## src/inc/mac_pkg.sv

```systemverilog
package mac_pkg;

  // Register byte offsets
  localparam logic [7:0] OFF_CTRL = 8'h00;
  localparam logic [7:0] OFF_SLOT = 8'h04;
  localparam logic [7:0] OFF_STATUS = 8'h08;
  localparam logic [7:0] OFF_CRC_CNT = 8'h0C;
  localparam logic [7:0] OFF_ALIGN_CNT = 8'h10;
  localparam logic [7:0] OFF_MISS_CNT = 8'h14;

  // Control register fields
  localparam int CTRL_ACCEPT_RUNTS = 0;
  localparam int CTRL_ACCEPT_ERRORS = 1;
  localparam int CTRL_MONITOR = 2;
  localparam int CTRL_LONG_CHECK = 3;
  localparam int CTRL_NIBBLE = 4;
  localparam logic [31:0] CTRL_RESET = 32'h0000_0000;
  localparam logic [31:0] CTRL_MASK = 32'h0000_001F;

  // Frame status fields
  localparam int ST_RECEIVED = 0;
  localparam int ST_CRC_ERR = 1;
  localparam int ST_ALIGN_ERR = 2;
  localparam int ST_RUNT = 3;
  localparam int ST_LONG = 4;
  localparam int ST_OVERFLOW = 5;
  localparam int ST_MISSED = 6;
  localparam int ST_COUNT_LSB = 16;

  // Slot time in bit times
  localparam logic [15:0] SLOT_RESET = 16'h0200;

  // Frame figures
  localparam logic [7:0] PREAMBLE_BYTE = 8'h55;
  localparam logic [7:0] SFD_BYTE = 8'hD5;
  localparam logic [2:0] SFD_INDEX = 3'h7;
  localparam logic [15:0] LONG_BYTES = 16'h05EE;
  localparam logic [31:0] CRC_INIT = 32'hFFFF_FFFF;
  localparam logic [31:0] CRC_POLY = 32'hEDB8_8320;
  localparam logic [31:0] CRC_RESIDUE = 32'hC704_DD7B;

  // Event counters
  localparam logic [7:0] CNT_MAX = 8'hFF;
  localparam logic [7:0] CNT_ALERT = 8'hC0;

  // Deference in bit times
  localparam logic [7:0] IFG_BITS = 8'h60;
  localparam logic [7:0] OBSERVE_BITS = 8'h40;

  typedef enum logic [1:0] {TX_IDLE, TX_PRE, TX_DATA, TX_CRC} tx_state_t;

endpackage

```

## src/logic/mac_crc_byte.sv

```systemverilog
`timescale 1ns/10ps
`default_nettype none
module mac_crc_byte
  import mac_pkg::*;
(
  input wire logic [31:0] crc,
  input wire logic [7:0] data,
  output logic [31:0] next_crc
);

  // Reflected CRC-32, data taken least significant bit first
  always_comb
  begin
    next_crc = crc;
    for (int i = 0; i < 8; i++)
    begin
      if (next_crc[0] ^ data[i])
        next_crc = (next_crc >> 1) ^ CRC_POLY;
      else
        next_crc = next_crc >> 1;
    end
  end

endmodule
`default_nettype wire

```

## src/logic/mac_frame.sv

```systemverilog
// Operation
// Byte count starts at the delimiter byte and runs until frame end or abort; the code keeps counting after an abort until frame end.
// Frames not longer than the slot time are runts, dropped unless runts accepted.
// Data after the delimiter sits in an 8-dword FIFO; burst request at six.
// A rejected destination address stops FIFO writes and empties the FIFO.
// Monitor mode checks and counts but stores nothing; good frames count as missed.
// Memory full mid-frame aborts it, pulses overflow, counts it missed.
// Bad CRC flags status, counts, and aborts unless errored frames are accepted.
// Bad CRC with a partial last byte also flags and counts an alignment error.
// A CRC error outside monitor mode pulses the receive error interrupt.
// With long checking on, frames over 1518 bytes are long and not error-counted.
// Status is posted at every frame end and held until the next frame ends.
// Three 8-bit counters saturate at 255 and clear when read.
// One shared counter interrupt fires when any counter reaches 192.
// Each sent frame opens with 56 preamble bits then delimiter 10101011.
// Serial mode sends each byte on data line zero, least significant bit first.
// Nibble mode sends low nibble first, bit zero on line zero.
// CRC is computed and appended, most significant bit first.
// A frame marked no-CRC is sent without the appended CRC.
// A two-part deference timer starts after carrier and collision end; no start meanwhile.
// Activity during the observe part clears the timer and holds it at zero.
// After the observe part activity is ignored; expiry starts a queued frame.
// Slot time defaults to 512 bit times and is programmable.
// A received CRC is good only when the residue is C704DD7B.
// Deference parts total 96 bit times, observe part the first two thirds.
`timescale 1ns/10ps
`default_nettype none
module mac_frame
  import mac_pkg::*;
#(
  parameter int FIFO_DEPTH = 8,
  parameter int FIFO_BURST = 6
)
(
  input wire logic clk,
  input wire logic arst_n,
  input wire logic cyc_i,
  input wire logic stb_i,
  input wire logic we_i,
  input wire logic [7:0] adr_i,
  input wire logic [3:0] sel_i,
  input wire logic [31:0] dat_i,
  output logic [31:0] dat_o,
  output logic ack_o,
  input wire logic rx_clk,
  input wire logic crs,
  input wire logic col,
  input wire logic rx_dv,
  input wire logic rx_er,
  input wire logic [3:0] rxd,
  input wire logic tx_clk,
  output logic tx_en,
  output logic [3:0] txd,
  input wire logic addr_reject,
  input wire logic mem_full,
  output logic mem_burst_req,
  output logic mem_valid,
  input wire logic mem_ready,
  output logic [31:0] mem_data,
  output logic frame_done,
  output logic frame_keep,
  output logic [31:0] frame_status,
  input wire logic tx_valid,
  input wire logic [7:0] tx_data,
  input wire logic tx_last,
  input wire logic tx_no_crc,
  output logic tx_ready,
  output logic irq_overflow,
  output logic irq_rx_error,
  output logic irq_counter
);

  localparam int PW = $clog2(FIFO_DEPTH);

  initial
  begin
    if (FIFO_DEPTH != 2 ** PW || FIFO_BURST < 1 || FIFO_BURST > FIFO_DEPTH)
      $error("mac_frame: FIFO_DEPTH must be a power of two and FIFO_BURST fit in it");
  end

  ////////////////////////////////////////////////////////////////////////////
  // Pin synchronisers; stage one is read only by stage two
  logic [9:0] sync1;
  logic [9:0] sync2;
  logic rx_clk_d;
  logic tx_clk_d;

  always_ff @(posedge clk or negedge arst_n)
  begin
    if (!arst_n)
    begin
      sync1 <= '0;
      sync2 <= '0;
      rx_clk_d <= 1'b0;
      tx_clk_d <= 1'b0;
    end
    else
    begin
      sync1 <= {tx_clk, rx_clk, crs, col, rx_dv, rx_er, rxd};
      sync2 <= sync1;
      rx_clk_d <= sync2[8];
      tx_clk_d <= sync2[9];
    end
  end

  wire [3:0] rxd_s = sync2[3:0];
  wire rx_er_s = sync2[4];
  wire rx_dv_s = sync2[5];
  wire col_s = sync2[6];
  wire crs_s = sync2[7];
  wire rx_edge = sync2[8] && !rx_clk_d;
  wire tx_edge = sync2[9] && !tx_clk_d;

  ////////////////////////////////////////////////////////////////////////////
  // Wishbone slave, one wait state
  logic [31:0] ctrl;
  logic [15:0] slot_bits;
  logic [7:0] cnt [3];
  logic [2:0] cnt_inc;

  wire access = cyc_i && stb_i && !ack_o;
  wire [7:0] waddr = {adr_i[7:2], 2'b00};
  wire [31:0] lane = {{8{sel_i[3]}}, {8{sel_i[2]}}, {8{sel_i[1]}}, {8{sel_i[0]}}};
  wire wr_ctrl = access && we_i && waddr == OFF_CTRL;
  wire wr_slot = access && we_i && waddr == OFF_SLOT;
  wire [2:0] rd_clr = {access && !we_i && waddr == OFF_MISS_CNT,
                       access && !we_i && waddr == OFF_ALIGN_CNT,
                       access && !we_i && waddr == OFF_CRC_CNT};
  wire [31:0] rd_val =
    waddr == OFF_CTRL ? ctrl :
    waddr == OFF_SLOT ? {16'h0000, slot_bits} :
    waddr == OFF_STATUS ? frame_status :
    waddr == OFF_CRC_CNT ? {24'h00_0000, cnt[0]} :
    waddr == OFF_ALIGN_CNT ? {24'h00_0000, cnt[1]} :
    waddr == OFF_MISS_CNT ? {24'h00_0000, cnt[2]} : 32'h0000_0000;

  always_ff @(posedge clk or negedge arst_n)
  begin
    if (!arst_n)
    begin
      ack_o <= 1'b0;
      dat_o <= '0;
      ctrl <= CTRL_RESET;
      slot_bits <= SLOT_RESET;
    end
    else
    begin
      ack_o <= access;
      dat_o <= access && !we_i ? rd_val : 32'h0000_0000;
      if (wr_ctrl)
        ctrl <= ((ctrl & ~lane) | (dat_i & lane)) & CTRL_MASK;
      if (wr_slot)
        slot_bits <= (slot_bits & ~lane[15:0]) | (dat_i[15:0] & lane[15:0]);
    end
  end

  wire nibble = ctrl[CTRL_NIBBLE];
  wire monitor = ctrl[CTRL_MONITOR];

  ////////////////////////////////////////////////////////////////////////////
  // Receive framing
  logic [7:0] rx_sh;
  logic in_frame;
  logic [3:0] bit_cnt;
  logic [15:0] byte_cnt;
  logic [31:0] rx_crc;
  logic [31:0] rx_crc_nx;
  logic storing;
  logic rejected;
  logic overflow;
  logic rxer_seen;
  logic [1:0] lane_idx;
  logic [31:0] word;
  logic was_active;

  wire active = nibble ? rx_dv_s : (crs_s || col_s);
  wire [7:0] sh_next = nibble ? {rxd_s, rx_sh[7:4]} : {rxd_s[0], rx_sh[7:1]};
  wire [3:0] step = nibble ? 4'h4 : 4'h1;
  wire [3:0] bit_next = bit_cnt + step;
  wire rx_unit = rx_edge && active;
  wire sfd_hit = rx_unit && !in_frame && sh_next == SFD_BYTE;
  wire byte_done = rx_unit && in_frame && bit_next[3];
  wire frame_end = in_frame && was_active && !active;
  wire push = byte_done && storing && lane_idx == 2'b11;
  wire flush = frame_end && storing && lane_idx != 2'b00;
  wire go_over = in_frame && storing && !monitor && mem_full;

  mac_crc_byte u_rx_crc (
    .crc(rx_crc),
    .data(sh_next),
    .next_crc(rx_crc_nx)
  );

  always_ff @(posedge clk or negedge arst_n)
  begin
    if (!arst_n)
    begin
      rx_sh <= '0;
      in_frame <= 1'b0;
      bit_cnt <= '0;
      byte_cnt <= '0;
      rx_crc <= CRC_INIT;
      storing <= 1'b0;
      rejected <= 1'b0;
      overflow <= 1'b0;
      rxer_seen <= 1'b0;
      lane_idx <= '0;
      word <= '0;
      was_active <= 1'b0;
    end
    else
    begin
      was_active <= active;
      if (rx_unit)
        rx_sh <= sh_next;
      if (sfd_hit)
      begin
        in_frame <= 1'b1;
        bit_cnt <= '0;
        byte_cnt <= 16'h0001;
        rx_crc <= CRC_INIT;
        storing <= !monitor;
        rejected <= 1'b0;
        overflow <= 1'b0;
        rxer_seen <= 1'b0;
        lane_idx <= '0;
        rx_sh <= '0;
      end
      else if (frame_end)
      begin
        in_frame <= 1'b0;
        storing <= 1'b0;
        // Stale bits could fake a delimiter early in the next preamble
        rx_sh <= '0;
      end
      else if (rx_unit && in_frame)
      begin
        bit_cnt <= bit_next[3] ? 4'h0 : bit_next;
        if (nibble && rx_er_s)
          rxer_seen <= 1'b1;
        if (byte_done)
        begin
          byte_cnt <= byte_cnt + 16'h0001;
          rx_crc <= rx_crc_nx;
          word[8*lane_idx +: 8] <= sh_next;
          lane_idx <= lane_idx + 2'b01;
        end
        else
          word[8*lane_idx +: 8] <= sh_next;
      end
      if (in_frame && addr_reject)
      begin
        storing <= 1'b0;
        rejected <= 1'b1;
      end
      if (go_over)
      begin
        storing <= 1'b0;
        overflow <= 1'b1;
      end
    end
  end

  ////////////////////////////////////////////////////////////////////////////
  // Receive FIFO toward local memory
  logic [31:0] fifo [FIFO_DEPTH];
  logic [PW-1:0] wr_ptr;
  logic [PW-1:0] rd_ptr;
  logic [PW:0] fifo_cnt;

  wire fifo_full = fifo_cnt == (PW+1)'(FIFO_DEPTH);
  wire fifo_wr = (push || flush) && !fifo_full;
  wire [31:0] fifo_din = push ? {sh_next, word[23:0]} : word;
  wire fifo_rd = mem_valid && mem_ready;
  wire fifo_clear = in_frame && addr_reject;

  assign mem_valid = fifo_cnt != '0;
  assign mem_data = fifo[rd_ptr];
  assign mem_burst_req = fifo_cnt >= (PW+1)'(FIFO_BURST) || (!in_frame && mem_valid);

  always_ff @(posedge clk or negedge arst_n)
  begin
    if (!arst_n)
    begin
      wr_ptr <= '0;
      rd_ptr <= '0;
      fifo_cnt <= '0;
    end
    else if (fifo_clear)
    begin
      wr_ptr <= '0;
      rd_ptr <= '0;
      fifo_cnt <= '0;
    end
    else
    begin
      if (fifo_wr)
        wr_ptr <= wr_ptr + 1'b1;
      if (fifo_rd)
        rd_ptr <= rd_ptr + 1'b1;
      fifo_cnt <= fifo_cnt + (PW+1)'(fifo_wr) - (PW+1)'(fifo_rd);
    end
  end

  always_ff @(posedge clk)
  begin
    if (fifo_wr)
      fifo[wr_ptr] <= fifo_din;
  end

  ////////////////////////////////////////////////////////////////////////////
  // Frame checks, status and event counters
  wire crc_bad = {<<{rx_crc}} != CRC_RESIDUE || rxer_seen;
  wire runt = byte_cnt <= {3'b000, slot_bits[15:3]};
  wire long_err = ctrl[CTRL_LONG_CHECK] && byte_cnt > LONG_BYTES + 16'h0001;
  wire align_err = bit_cnt != 4'h0 && crc_bad;
  wire acceptable = !rejected && (!runt || ctrl[CTRL_ACCEPT_RUNTS])
                    && (!crc_bad || ctrl[CTRL_ACCEPT_ERRORS]) && !long_err;
  wire missed = overflow || (monitor && acceptable);

  assign cnt_inc = {frame_end && missed,
                    frame_end && align_err && !long_err,
                    frame_end && crc_bad && !long_err};

  logic [7:0] next_cnt [3];
  always_comb
  begin
    for (int i = 0; i < 3; i++)
    begin
      if (cnt_inc[i])
        next_cnt[i] = rd_clr[i] ? 8'h01 : (cnt[i] == CNT_MAX ? CNT_MAX : cnt[i] + 8'h01);
      else
        next_cnt[i] = rd_clr[i] ? 8'h00 : cnt[i];
    end
  end

  always_ff @(posedge clk or negedge arst_n)
  begin
    if (!arst_n)
    begin
      for (int i = 0; i < 3; i++)
        cnt[i] <= '0;
      frame_status <= '0;
      frame_done <= 1'b0;
      frame_keep <= 1'b0;
      irq_overflow <= 1'b0;
      irq_rx_error <= 1'b0;
      irq_counter <= 1'b0;
    end
    else
    begin
      for (int i = 0; i < 3; i++)
        cnt[i] <= next_cnt[i];
      irq_counter <= (next_cnt[0] == CNT_ALERT && cnt[0] != CNT_ALERT)
                  || (next_cnt[1] == CNT_ALERT && cnt[1] != CNT_ALERT)
                  || (next_cnt[2] == CNT_ALERT && cnt[2] != CNT_ALERT);
      irq_overflow <= go_over && !overflow;
      irq_rx_error <= frame_end && crc_bad && !monitor;
      frame_done <= frame_end;
      frame_keep <= frame_end && acceptable && !monitor && !overflow;
      if (frame_end)
      begin
        frame_status <= '0;
        frame_status[ST_RECEIVED] <= acceptable && !overflow;
        frame_status[ST_CRC_ERR] <= crc_bad;
        frame_status[ST_ALIGN_ERR] <= align_err;
        frame_status[ST_RUNT] <= runt;
        frame_status[ST_LONG] <= long_err;
        frame_status[ST_OVERFLOW] <= overflow;
        frame_status[ST_MISSED] <= missed;
        frame_status[ST_COUNT_LSB +: 16] <= byte_cnt;
      end
    end
  end

  ////////////////////////////////////////////////////////////////////////////
  // Deference timer in bit times
  logic [7:0] defer_cnt;
  wire line_busy = crs_s || col_s || tx_en;
  wire [7:0] defer_step = nibble ? 8'h04 : 8'h01;

  always_ff @(posedge clk or negedge arst_n)
  begin
    if (!arst_n)
      defer_cnt <= IFG_BITS;
    // An expired timer restarts on new activity; a frame queued at expiry has already started
    else if ((defer_cnt < OBSERVE_BITS || defer_cnt >= IFG_BITS) && line_busy)
      defer_cnt <= '0;
    else if (defer_cnt < IFG_BITS && tx_edge)
      defer_cnt <= defer_cnt + defer_step;
  end

  ////////////////////////////////////////////////////////////////////////////
  // Transmit sequencer
  tx_state_t tx_state;
  logic [7:0] tx_byte;
  logic [2:0] tx_unit;
  logic [2:0] tx_idx;
  logic tx_is_last;
  logic tx_skip_crc;
  logic [31:0] tx_crc;
  logic [31:0] tx_crc_nx;

  wire tx_busy = tx_state != TX_IDLE;
  wire unit_end = tx_unit == (nibble ? 3'h1 : 3'h7);
  wire tx_adv = tx_edge && tx_busy && unit_end;
  wire tx_start = !tx_busy && !tx_en && tx_valid && defer_cnt >= IFG_BITS;
  wire [3:0] tx_out = nibble ? (tx_unit[0] ? tx_byte[7:4] : tx_byte[3:0])
                             : {3'b000, tx_byte[tx_unit]};
  assign tx_ready = tx_adv && ((tx_state == TX_PRE && tx_idx == SFD_INDEX)
                               || (tx_state == TX_DATA && !tx_is_last));

  mac_crc_byte u_tx_crc (
    .crc(tx_crc),
    .data(tx_byte),
    .next_crc(tx_crc_nx)
  );

  always_ff @(posedge clk or negedge arst_n)
  begin
    if (!arst_n)
    begin
      tx_state <= TX_IDLE;
      tx_byte <= '0;
      tx_unit <= '0;
      tx_idx <= '0;
      tx_is_last <= 1'b0;
      tx_skip_crc <= 1'b0;
      tx_crc <= CRC_INIT;
      tx_en <= 1'b0;
      txd <= '0;
    end
    else
    begin
      if (tx_edge)
      begin
        tx_en <= tx_busy;
        txd <= tx_busy ? tx_out : 4'h0;
        tx_unit <= tx_busy && !unit_end ? tx_unit + 3'h1 : 3'h0;
      end
      if (tx_adv && tx_ready)
      begin
        tx_byte <= tx_data;
        tx_is_last <= tx_last;
        if (tx_state == TX_PRE)
          tx_skip_crc <= tx_no_crc;
      end
      case (tx_state)
        TX_IDLE:
          if (tx_start)
          begin
            tx_state <= TX_PRE;
            tx_byte <= PREAMBLE_BYTE;
            tx_idx <= '0;
            tx_crc <= CRC_INIT;
          end
        TX_PRE:
          if (tx_adv)
          begin
            tx_idx <= tx_idx + 3'h1;
            if (tx_idx == SFD_INDEX)
              tx_state <= TX_DATA;
            else if (tx_idx + 3'h1 == SFD_INDEX)
              tx_byte <= SFD_BYTE;
          end
        TX_DATA:
          if (tx_adv)
          begin
            tx_crc <= tx_crc_nx;
            if (tx_is_last)
            begin
              tx_state <= tx_skip_crc ? TX_IDLE : TX_CRC;
              tx_idx <= '0;
              tx_byte <= ~tx_crc_nx[7:0];
            end
          end
        TX_CRC:
          if (tx_adv)
          begin
            tx_idx <= tx_idx + 3'h1;
            if (tx_idx == 3'h3)
              tx_state <= TX_IDLE;
            else
              tx_byte <= ~tx_crc[8*(tx_idx[1:0]+2'b01) +: 8];
          end
        default:
          tx_state <= TX_IDLE;
      endcase
    end
  end

  ////////////////////////////////////////////////////////////////////////////
  // Checks
  property p_burst;
    @(posedge clk) disable iff (!arst_n)
    fifo_cnt >= (PW+1)'(FIFO_BURST) |-> mem_burst_req;
  endproperty
  a_burst: assert property (p_burst) else $error("burst request missing");

  property p_reject;
    @(posedge clk) disable iff (!arst_n)
    in_frame && addr_reject |=> fifo_cnt == '0 && !storing;
  endproperty
  a_reject: assert property (p_reject) else $error("FIFO not reset on reject");

  property p_sat;
    @(posedge clk) disable iff (!arst_n)
    cnt[0] == CNT_MAX && !rd_clr[0] |=> cnt[0] == CNT_MAX;
  endproperty
  a_sat: assert property (p_sat) else $error("counter left saturation");

  property p_cnt_irq;
    @(posedge clk) disable iff (!arst_n)
    cnt[0] == CNT_ALERT && $past(cnt[0]) != CNT_ALERT |-> irq_counter;
  endproperty
  a_cnt_irq: assert property (p_cnt_irq) else $error("counter interrupt missing");

  property p_defer;
    @(posedge clk) disable iff (!arst_n)
    $rose(tx_busy) |-> $past(defer_cnt) >= IFG_BITS && tx_byte == PREAMBLE_BYTE;
  endproperty
  a_defer: assert property (p_defer) else $error("start inside deference");

  property p_observe;
    @(posedge clk) disable iff (!arst_n)
    defer_cnt < OBSERVE_BITS && line_busy |=> defer_cnt == '0;
  endproperty
  a_observe: assert property (p_observe) else $error("observe part not cleared");

  property p_rx_err;
    @(posedge clk) disable iff (!arst_n)
    frame_end && crc_bad && !monitor |=> irq_rx_error && frame_status[ST_CRC_ERR];
  endproperty
  a_rx_err: assert property (p_rx_err) else $error("receive error not raised");

  property p_runt;
    @(posedge clk) disable iff (!arst_n)
    frame_done && frame_status[ST_RUNT] && !ctrl[CTRL_ACCEPT_RUNTS] |-> !frame_keep;
  endproperty
  a_runt: assert property (p_runt) else $error("runt frame kept");

endmodule
`default_nettype wire

```

## config.mk

```make
export PLATFORM = sky130hd
export DESIGN_NAME = mac_frame
export DESIGN_NICKNAME = d
export VERILOG_FILES = /design/src/inc/mac_pkg.sv /design/src/logic/mac_crc_byte.sv /design/src/logic/mac_frame.sv
export SDC_FILE = /design/constraint.sdc
export NUM_CORES = 1
export LEC_CHECK = 0
export BUFFER_PORTS_ARGS = -buffer_cell sky130_fd_sc_hd__buf_2
export CORE_ASPECT_RATIO = 1.1
export CORE_MARGIN = 2
export CORE_UTILIZATION = 59
export CTS_CLUSTER_SIZE = 25
export DETAILED_ROUTE_END_ITERATION = 10
export GPL_ROUTABILITY_DRIVEN = 0
export MAX_ROUTING_LAYER = met4
export PLACE_DENSITY_LB_ADDON = 0.08
export SLEW_MARGIN = 20
export SYNTH_ARGS = -nofsm -noshare
export SYNTH_HDL_FRONTEND = slang
export SYNTH_SLANG_ARGS = --single-unit
```

## constraint.sdc

```tcl
create_clock -name clk -period 6.35 [get_ports clk]
set_input_delay 0.635 -clock clk [delete_from_list [all_inputs] [get_ports clk]]
set_output_delay 0.635 -clock clk [all_outputs]
set_load 0.01 [all_outputs]
```

==> results of run 1 <==
## flip-flops by register name, summed over array words and instances, names as in the netlist, 16 cells and up, named ones only
| register | cells |
|---|---|
| byte_cnt | 16 |
| cnt | 24 |
| dat_o | 32 |
| fifo | 256 |
| frame_status | 23 |
| rx_crc | 32 |
| tx_crc | 32 |
| word | 32 |
## per-stage QoR
stage / cell area, sq um / hold WS (ns)
6_report: 28100 / 0.130
5_1_grt: 28100 / 0.113
4_1_cts: 28000 / 0.107
3_5_place_dp: 26200 / 0.335
3_3_place_gp: 26200 / 0.334
2_1_floorplan: 24900 / 0.331
## final cells by class
class                           count  area [sq um]  area share (%)
Timing Repair Buffer              183          1000            3.57
Tap cell                          560           701            2.50
Inverter                           46           173           0.615
Clock inverter                     17           238           0.847
Antenna cell                        7          17.5          0.0624
Sequential cell                   555         15300            54.4
Multi-Input combinational cell   1231          9100            32.4
Clock buffer                       85          1570            5.59
## synthesized netlist by cell type, drive strengths merged, types with 5 or more instances
cell,count
xnor2,103
nor2b,13
o21ai,37
inv,45
edfxtp,256
nand4,22
and2,27
clkbuf,60
or3,8
a32o,5
nor2,182
dfstp,67
nor3b,8
nor4,9
dfrtp,232
a21o,6
nand2,191
mux2i,46
a32oi,7
a21oi,123
and3,16
xor2,65
nand2b,9
o22ai,5
buf,28
a31oi,13
nor3,35
ha,45
nand3,26
a211oi,8
o31ai,35
a22oi,5
mux4,66
mux2,57
## routing by layer
layer	vias to the layer above	share of wire, %	global-route usage, %
li1	7229	-	-
met1	7853	43	35.6
met5	-	0	-
met4	0	2.3	8.22
met2	454	49	42.7
met3	83	6.3	4.87
## cells by family (layout without fill, tap and decap cells)
family                   Yosys count  in the layout  share of synthesized area [%]
AO/OA/AOI/OAI                    271            271                           6.86
XOR/XNOR                         168            168                           5.98
adder cells (fa/ha/maj)           46             46                           2.35
buffers and inverters            134            331                           2.30
flip-flops                       555            555                           61.4
multiplexers                     169            169                           10.4
other                              1             16                         0.0151
AND/OR/NAND/NOR                  568            568                           10.7
## critical path: stages (launching register included)
cell,delay (ns)
dfrtp_1,0.45
buf_4,0.26
nand2b_1,0.16
nand4_1,0.33
nor2_2,0.19
buf_4,0.40
and3_1,0.59
o21a_1,0.31
nand2b_1,0.22
nor3_2,0.72
buf_4,0.52
## worst paths after layout
check,startpoint,slack [ns],cells after the start,to
max,flop,1.81,10,fifo[0][6]
min,arst_n,0.13,1,tx_skip_crc
max reg2reg,flop,1.81,10,fifo[0][6]
min reg2reg,sync1[0],0.35,0,sync2[0]
max in group asynchronous,arst_n,4.80,2,word[8]
min in group clk,rxd[3],0.14,1,sync1[3]
## power groups by stage
| stage | logic (mW) | registers [mW] | clock network, mW |
|---|---|---|---|
| floorplan | 1.29 | 3.92 | 0 |
| global placement | 1.63 | 4.02 | 0 |
| detailed placement | 1.64 | 4.03 | 0 |
| CTS | 1.67 | 3.96 | 3.30 |
| global route | 1.80 | 3.97 | 3.44 |
| finish | 1.65 | 3.95 | 3.23 |
==> key figures, run 1 <==
Outcome
  • Outcome: completed

Power and ir drop
  • Sw frac: 26.1%
  • Tot Pwr: roughly 8.8 mW
  • NetSw: 2.30 mW
  • Comb pwr share: 18.6%
  • Flop pwr share: 44.7%
  • Pwr Density: 315 nW/um^2
  • Int Pwr: around 6.5 mW
  • Pleak: 11.6 nW
  • Clock network fraction of total power: a little over a third
  • Maximum VDD drop: 239 uV

Die
  • Core Box Area: between 40,000 and 50,000 sq um
  • DIE AREA: 43,800 sq um
  • Initial Utilization: between 60% and 70%
  • Die width: 200 um
  • I/O Pins: 183
  • Site row count: 78
  • Chip height: 219 um

Logic synthesis
  • Synth Flop Type: edfxtp_1
  • Cells after Synth: 1,912
  • Synth unique cells: 80
  • Post-Syn Area: 24,800 sq um
  • Number of enable flip-flop cells after synthesis: 256
  • Seq/Total Area, Yosys: between 60% and 70%
  • Post-synth ARST share: 53.9%
  • Top cells by area, synth: edfxtp_1 (31%), dfrtp_1 (23%), dfstp_2 (7.1%)
  • Area share of the largest cell type after synthesis: a little under a third
  • Avg Inst Size Synth: approximately 13 sq um
  • Yosys reg bits: 555
  • Largest area contributor in the netlist: edfxtp_1
  • Synth warnings: 0

Drt
  • Initial drt markers: 1,134
  • Vias/cell: 5.82
  • Avg WL per Cell: 20.4 um
  • Post-route ant nets: 0
  • WL final: about 55,000 um
  • Pre-antenna DRT Iters: 5
  • Drc violations: 0
  • DR vias: 15.6k

Worst setup path
  • Crit end category: flop
  • Critical path class: reg2reg
  • Max FO, Critical Path: 41
  • Crit start category: flop
  • CP required: around 6.6 ns
  • Critical Path AT: between 4 and 5 ns

Clock network
  • Clk pin slew, worst setup/hold paths: around 0.060 ns
  • Postcts setup bufs: 0
  • Cts repair resizes: 0
  • Clock Latency Late Sink: 0.60 ns
  • CTS Buffer Depth: 3
  • Clock sink count: 555
  • Post-CTS Hold Buffers: 0
  • Num CTS Buffers: 54
  • CTS tree: done
  • # H-tree levels: 2
  • CTS Root Cell: clkbuf_16

Layout
  • Final net count: 2,190
  • Fin util: 67.8%
  • Most common cell after layout, fill and taps aside: edfxtp_1
  • Fill count: 3,104
  • Layout cells sized above 1: 22.8%
  • Finished Layout Cells: 2,684
  • Syn-to-layout area delta: 12.9%
  • Commonest cells after routing, fill and taps aside: edfxtp_1 (256), dfrtp_1 (230), nand2_1 (190)

Placement
  • Placed Cells: 2,575
  • Setup slack at placement: 1.78 ns
  • Dpl hpwl: around 35,000 um
  • IO Port Bufs: 153

GRT
  • Global-route wire length before repair: 87,700 um
  • All-layer global routing usage: 26.9%
  • Initial antenna violation count: 7
  • Vias in the first global route: 15.9k
  • Grt total ovfl: 0
  • Largest net degree at the start of global routing: 130

Timing
  • Fin crit share: 71.5%
  • Final Hold Vio Count: 0
  • Slew Limit Fails: 0
  • Clock Skews: 0.0160 ns
  • RSZ-0062 raised after global routing: no
  • Fin Setup TNS: 0 ns
  • Rel. slew slack: 32.8%
  • Worst Max-Slew Pin Slew: 1.00 ns
  • F_max: approximately 220 MHz
  • Setup slack after layout: approximately 1.8 ns
  • Final setup viols: 0
  • Min Tclk post-route: 4.54 ns

Flow run
  • Max cap viols: 0

Min path
  • HP Class: in2async
Power figures use the tool's default switching activity.
==> run 2, diff against run 1 <==
--- a/config.mk
+++ b/config.mk
@@ -5,6 +5,7 @@
 export SDC_FILE = /design/constraint.sdc
 export NUM_CORES = 1
 export LEC_CHECK = 0
+export ABC_AREA = 1
 export BUFFER_PORTS_ARGS = -buffer_cell sky130_fd_sc_hd__buf_2
 export CORE_ASPECT_RATIO = 1.1
 export CORE_MARGIN = 2
==> constraint.sdc (replaced) <==
create_clock -name clk -period 4.2 [get_ports clk]
set_input_delay 0.42 -clock clk [delete_from_list [all_inputs] [get_ports clk]]
set_output_delay 0.42 -clock clk [all_outputs]
set_load 0.01 [all_outputs]
==> key figures, run 2 <==
Drt
  • Vias/cell: 5.67 (-2.6%)
  • Pre-antenna DRT Iters: 6 (+1)
  • WL final: 61,600 um (+12%)
  • Avg WL per Cell: 18.0 um (-12%)
  • Post-route ant nets: 0 (unchanged)
  • DR vias: 19.4k (+24%)
  • Drc violations: 0 (unchanged)
  • Initial drt markers: 1,405 (+24%)

Logic synthesis
  • Synth unique cells: 63 (-21%)
  • Yosys reg bits: 555 (unchanged)
  • Synth warnings: 0 (unchanged)
  • Post-synth ARST share: 53.9% (unchanged)
  • Cells after Synth: 2,643 (+38%)
  • List of most frequent post-synthesis cells: nor2_1 (395), nand2_1 (340), o21ai_0 (306)
  • Number of enable flip-flop cells after synthesis: 256 (unchanged)
  • Top cells by area, synth: edfxtp_1 (30%), dfrtp_1 (22%), dfstp_2 (6.8%)
  • Largest area contributor in the netlist: edfxtp_1
  • Avg Inst Size Synth: 9.82 sq um (-24%)
  • Post-Syn Area: 26,000 sq um (+4.5%)
  • Most common cell in the synthesized netlist: nor2_1
  • Seq/Total Area, Yosys: 58.8% (-2.7 points)
  • Synth Flop Type: edfxtp_1
  • Area share of the largest cell type after synthesis: 29.6% (-1.3 points)

Power and ir drop
  • Comb pwr share: 31.1% (+12 points)
  • Tot Pwr: 16.3 mW (+85%)
  • NetSw: 5.64 mW (+140%)
  • Sw frac: 34.5% (+8.5 points)
  • Flop pwr share: 37.9% (-6.8 points)
  • Clock network fraction of total power: 31.0% (-5.6 points)
  • Maximum VDD drop: 421 uV (+76%)
  • Pleak: 12.8 nW (+11%)
  • Int Pwr: 10.7 mW (+64%)
  • Pwr Density: 556 nW/um^2 (+76%)

Clock network
  • Clk pin slew, worst setup/hold paths: 0.06 ns (about the same)
  • Clock Latency Late Sink: 0.62 ns (+0.02 ns)
  • Postcts setup bufs: 0 (unchanged)
  • CTS Root Cell: clkbuf_16
  • Clock sink count: 555 (unchanged)
  • # H-tree levels: 2 (unchanged)
  • Num CTS Buffers: 53 (-1.9%)
  • CTS Buffer Depth: 3 (unchanged)
  • CTS tree: done

Placement
  • Dpl hpwl: 40,600 um (+16%)
  • IO Port Bufs: 153 (unchanged)
  • Placed Cells: 3,309 (+29%)

Timing
  • Worst Max-Slew Pin Slew: 1.02 ns (+0.0172 ns)
  • Slew Limit Fails: 0 (unchanged)
  • Clock Skews: 0.0259 ns (+0.00990 ns)
  • Final Hold Vio Count: 0 (unchanged)
  • Rel. slew slack: 31.4% (-1.4 points)
  • Final setup viols: 0 (unchanged)
  • Min Tclk post-route: 3.73 ns (-0.810 ns)
  • Fin crit share: 88.8% (+17 points)
  • RSZ-0062 raised after global routing: no
  • F_max: 268 MHz (+22%)
  • Hold Slack: 0.0569 ns (-0.0735 ns)

Worst setup path
  • Critical Path AT: 4.03 ns (-0.76 ns)
  • Critical R2R Capture: fifo[0][6]
  • Worst r2r path cells: 13 (+3)
  • Max FO, Critical Path: 17 (-59%)
  • Crit start category: flop
  • R2R Setup Slk: 0.47 ns (-1.34 ns)
  • Crit end category: flop
  • CP required: 4.50 ns (-2.10 ns)
  • Critical path class: reg2reg

GRT
  • Global-route wire length before repair: 98,800 um (+13%)
  • All-layer global routing usage: 28.1% (+1.2 points)
  • Grt total ovfl: 0 (unchanged)
  • Grt met3 use: 4.04% (-0.83 points)
  • Vias in the first global route: 19.0k (+20%)
  • Largest net degree at the start of global routing: 108 (-17%)
  • Top Usage Layer GRT: met2
  • Met2 Usage GRT: 46.8% (+4.1 points)
  • Initial antenna violation count: 1 (-6)
  • Met1 Usage GRT: 36.2% (+0.58 points)

Min path
  • Hold path cells: 3
  • HP Class: in2reg
  • Hold Startpoint: dat_i[6]

Layout
  • Sequential cell area: 15,300 sq um (unchanged)
  • Syn-to-layout area delta: 13.2%
  • Multi-input logic area: 9280 sq um (+2.0%)
  • Fill count: 3,415 (+10%)
  • Number of diodes: 0 (-7)
  • Commonest cells after routing, fill and taps aside: nor2_1 (391), nand2_1 (340), o21ai_0 (306)
  • Finished Layout Cells: 3,421 (+27%)
  • Final net count: 2,921 (+33%)
  • Most common cell after layout, fill and taps aside: nor2_1
  • Number of flip-flops in the largest register: 256 (unchanged)
  • Fin util: 67.6% (-0.18 points)
  • Layout cells sized above 1: 14.4% (-8.4 points)
  • Most flop-heavy register: fifo

Outcome
  • Outcome: completed

Die
  • Core Box Area: 43,400 sq um (+5.0%)
  • I/O Pins: 183 (unchanged)
  • DIE AREA: 45,700 sq um (+4.4%)
  • Initial Utilization: 59.8% (-0.27 points)
  • Die width: 204 um (+2.2%)
  • Site row count: 80 (+2.6%)
  • Chip height: 224 um (+2.2%)

Flow run
  • Max cap viols: 0 (unchanged)
[run 2: timing repair]
action	4_1_cts	5_1_grt
gates resized for setup	0	0
hold buffers	12	0
hold endpoints to repair	88	0
[run 2: worst max path at each step]
stage	depth (start not counted)	startpoint	slack [ns]	end
final	13	flop	0.47	fifo[0][6]
after global routing	13	flop	0.12	fifo[0][4]
after CTS	13	flop	0.43	fifo[0][7]
after detailed placement	13	flop	0.47	fifo[0][9]
after global placement	13	flop	0.55	fifo[0][6]
after floorplan	14	flop	-0.33	fifo[7][0]
[run 2: critical path, cell delays in order, from the launching register on]
cell,delay [ns]
dfrtp_1,0.56
nand2_1,0.11
o21ai_2,0.10
nand2_1,0.09
nor2_1,0.23
nand2_1,0.13
inv_2,0.29
nand3_2,0.32
o21ai_1,0.19
nand2_1,0.15
inv_1,0.12
nand2_1,0.24
nor2_4,0.60
buf_12,0.26
[run 2: metrics by stage]
| stage | TNS (ns) | setup WS (ns) | area [sq um] |
|---|---|---|---|
| global route | 0 | 0.115 | 29400 |
| finish | 0 | 0.471 | 29400 |
| detailed placement | 0 | 0.475 | 27400 |
| CTS | 0 | 0.427 | 29400 |
| floorplan | -20.97 | -0.328 | 26000 |
| global placement | 0 | 0.547 | 27400 |
[run 2: cell type report]
| class | instances | share of cell area, % |
|---|---|---|
| well taps | 574 | 2.44 |
| flip-flops and latches | 555 | 51.9 |
| repair buffers | 202 | 4.17 |
| clock inverters | 26 | 1.27 |
| clock buffers | 74 | 5.02 |
| inverters | 280 | 3.58 |
| multi-input cells | 1710 | 31.6 |
[run 2: power by group through the flow]
stage	Sequential (mW)	Combinational [mW]	Clock, mW
global route	6.21	5.65	5.36
detailed placement	6.28	5.02	0
global placement	6.27	4.90	0
floorplan	6.19	3.67	0
CTS	6.18	5.06	5.14
finish	6.19	5.07	5.06
[run 2: cells by family after synthesis]
logic type / share of synthesized area [%]
other: 0.0144
xor gates and xnor gates: 5.59
AOI/OAI and AO/OA: 12.5
muxes: 0.0386
and+or+nand+nor: 15.0
DFF: 58.8
adders and majority gates: 2.25
buffers and inverters: 5.85
[run 2: routing by layer]
layer  vias up  part of all wire (%)
met3       106                   5.6
met1      9431                    42
li1       9264                     -
met4         0                   2.2
met5         -                     0
met2       596                    50
==> run 3, diff against run 2 <==
--- a/config.mk
+++ b/config.mk
@@ -9,12 +9,13 @@
 export BUFFER_PORTS_ARGS = -buffer_cell sky130_fd_sc_hd__buf_2
 export CORE_ASPECT_RATIO = 1.1
 export CORE_MARGIN = 2
-export CORE_UTILIZATION = 59
+export CORE_UTILIZATION = 56
 export CTS_CLUSTER_SIZE = 25
 export DETAILED_ROUTE_END_ITERATION = 10
 export GPL_ROUTABILITY_DRIVEN = 0
 export MAX_ROUTING_LAYER = met4
 export PLACE_DENSITY_LB_ADDON = 0.08
+export RECOVER_POWER = 100
 export SLEW_MARGIN = 20
 export SYNTH_ARGS = -nofsm -noshare
 export SYNTH_HDL_FRONTEND = slang
==> key figures, run 3 (synthesized netlist as in run 2, its figures left out) <==
Layout
  • Number of diodes: 0 (unchanged)
  • Layout cells sized above 1: 9.98% (-4.4 points)
  • Most common cell after layout, fill and taps aside: nor2_1
  • Commonest cells after routing, fill and taps aside: nor2_1 (393), nand2_1 (340), o21ai_0 (308)
  • Syn-to-layout area delta: 12.0%
  • Most flop-heavy register: fifo
  • Final net count: 2,920 (-0.034%)
  • Number of flip-flops in the largest register: 256 (unchanged)

Die
  • Die width: 209 um (+2.6%)
  • I/O Pins: 183 (unchanged)
  • Initial Utilization: 56.9% (-2.9 points)
  • Chip height: 230 um (+2.6%)
  • Core Box Area: 45,700 sq um (+5.1%)
  • Site row count: 82 (+2.5%)
  • DIE AREA: 48,100 sq um (+5.3%)

Timing
  • Final Hold Vio Count: 0 (unchanged)
  • F_max: 267 MHz (-0.54%)
  • Min Tclk post-route: 3.75 ns (+0.0201 ns)
  • Slew Limit Fails: 68 (+68)
  • Rel. slew slack: -19.3% (-51 points)
  • Clock Skews: 0.0170 ns (-0.00898 ns)
  • Fin crit share: 89.3% (+0.48 points)
  • RSZ-0062 raised after global routing: no
  • Final setup viols: 0 (unchanged)
  • Hold Slack: 0.0322 ns (-0.0246 ns)
  • Setup slack after layout: 0.451 ns (-0.0201 ns)
  • Worst Max-Slew Pin Slew: 1.79 ns (+0.772 ns)

Clock network
  • Clk pin slew, worst setup/hold paths: 0.06 ns (about the same)
  • Clock Latency Late Sink: 0.62 ns (about the same)
  • CTS Root Cell: clkbuf_16
  • Clock sink count: 555 (unchanged)
  • Postcts setup bufs: 0 (unchanged)
  • CTS tree: done
  • Cts repair resizes: 0 (unchanged)
  • Num CTS Buffers: 54 (+1.9%)
  • Post-CTS Hold Buffers: 11 (-1)
  • CTS Buffer Depth: 3 (unchanged)
  • # H-tree levels: 2 (unchanged)

Worst setup path
  • Crit end category: flop
  • Crit start category: flop
  • CP required: 4.72 ns (+0.22 ns)
  • Critical Path AT: 4.27 ns (+0.24 ns)
  • Crit path cell chain: nor2_1, o21ai_2, nor2_1, clkbuf_1, clkinv_1, nand2_1, nand3_1, o21ai_0
  • Critical path's most frequent cell: nor2_1
  • Buffers and inverters on the worst path: 2 (-1)
  • Critical path class: reg2reg
  • Critical Path Stages: 8 (-5)
  • Max FO, Critical Path: 38 (+21)
  • Worst r2r path cells: 8 (-5)
  • Worst path max stage delay: 1.13 ns (+0.53 ns)
  • Crit path max-delay cell type: clkinv_1
  • Cell family with most CP delay: buffers and inverters

Placement
  • IO Port Bufs: 153 (unchanged)
  • Dpl hpwl: 40,600 um (+0.20%)
  • Setup slack at placement: 0.722 ns (+0.247 ns)

Outcome
  • Outcome: finished with violations
  • Failing checks: max-capacitance violations, max-slew violations

Drt
  • Pre-antenna DRT Iters: 6 (unchanged)
  • WL final: 62,400 um (+1.2%)
  • Initial drt markers: 1,463 (+4.1%)
  • DR vias: 19.4k (+0.11%)
  • Post-route ant nets: 0 (unchanged)
  • Avg WL per Cell: 18.2 um (+0.81%)
  • Drc violations: 0 (unchanged)
  • Vias/cell: 5.65 (-0.29%)

GRT
  • Largest net degree at the start of global routing: 125 (+16%)
  • Vias in the first global route: 18.9k (-0.59%)
  • Initial antenna violation count: 0 (-1)
  • Grt total ovfl: 0 (unchanged)
  • Global-route wire length before repair: 101,000 um (+2.1%)
  • All-layer global routing usage: 27.1% (-1.0 points)

Flow run
  • Max cap viols: 2 (+2)

Min path
  • HP Class: in2reg
  • Hold path cells: 3 (unchanged)

Power and ir drop
  • Pleak: 12.4 nW (-3.5%)
  • Pwr Density: 553 nW/um^2 (-0.50%)
  • Maximum VDD drop: 358 uV (-15%)
-- run 3: changes by cell type in the layout (fill, tap and decap cells not counted), moves of 3 or more --
cell / before / now
clkbuf_2: 0 / 4
clkinvlp_4: 3 / 0
clkinv_1: 4 / 7
clkbuf_1: 14 / 128
bufinv_16: 8 / 3
inv_6: 5 / 1
clkinv_2: 8 / 14
buf_4: 33 / 14
inv_2: 10 / 5
buf_2: 152 / 54
clkbuf_16: 53 / 57
-- run 3: through the flow --
stage	setup TNS [ns]	instances	utilization (%)	cell area, sq um	total power [mW]
2_1_floorplan	-20.97	2651	-	26000	9.86
3_3_place_gp	0	3322	60.0	27400	11.2
3_5_place_dp	0	3322	60.0	27400	11.3
4_1_cts	0	3435	64.2	29300	16.2
5_1_grt	0	3435	63.7	29100	17.0
6_report	0	3435	63.7	29100	16.1
-- run 3: report_power, final --
part | leakage (nW) | switching [mW] | internal [mW]
combinational | 5.49 | 3.26 | 1.70
sequential | 6.01 | 0.264 | 5.95
clock | 0.894 | 2.09 | 2.81
total | 12.4 | 5.61 | 10.5
-- run 3: final timing paths --
kind / from / to / slack, ns
worst min-delay path: tx_last / tx_is_last / 0.03
worst min register to register: sync1[2] / sync2[2] / 0.34
worst max-delay path: sync2[6] / rx_sh[7] / 0.45
min in group asynchronous: arst_n / tx_idx[1] / 0.48
worst max register to register: sync2[6] / rx_sh[7] / 0.45
max in group asynchronous: arst_n / frame_status[22] / 1.50
-- run 3: area by class of cell --
cell class	instances	area (sq um)
clock inverters	22	206
clock buffers	80	1580
repair buffers	200	996
inverters	280	1050
fillers	3822	16600
flip-flops and latches	555	15300
multi-input cells	1710	9240
well taps	588	736
-- run 3: metal layers --
layer	wire [um]	up-vias	GRT usage (%)	part of all wire [%]
met5	0	-	-	0
met4	1450	0	8.04	2.3
met3	3010	118	3.46	4.8
met2	31000	534	44.0	50
met1	26900	9519	35.9	43
li1	-	9248	-	-
-- run 3: worst register-to-register path, stage by stage, from the launching register on --
cell and delay, ns:
dfrtp_1 0.35, nor2_1 0.31, o21ai_2 0.11, nor2_1 0.19, clkbuf_1 0.77, clkinv_1 1.13
nand2_1 0.57, nand3_1 0.14, o21ai_0 0.10
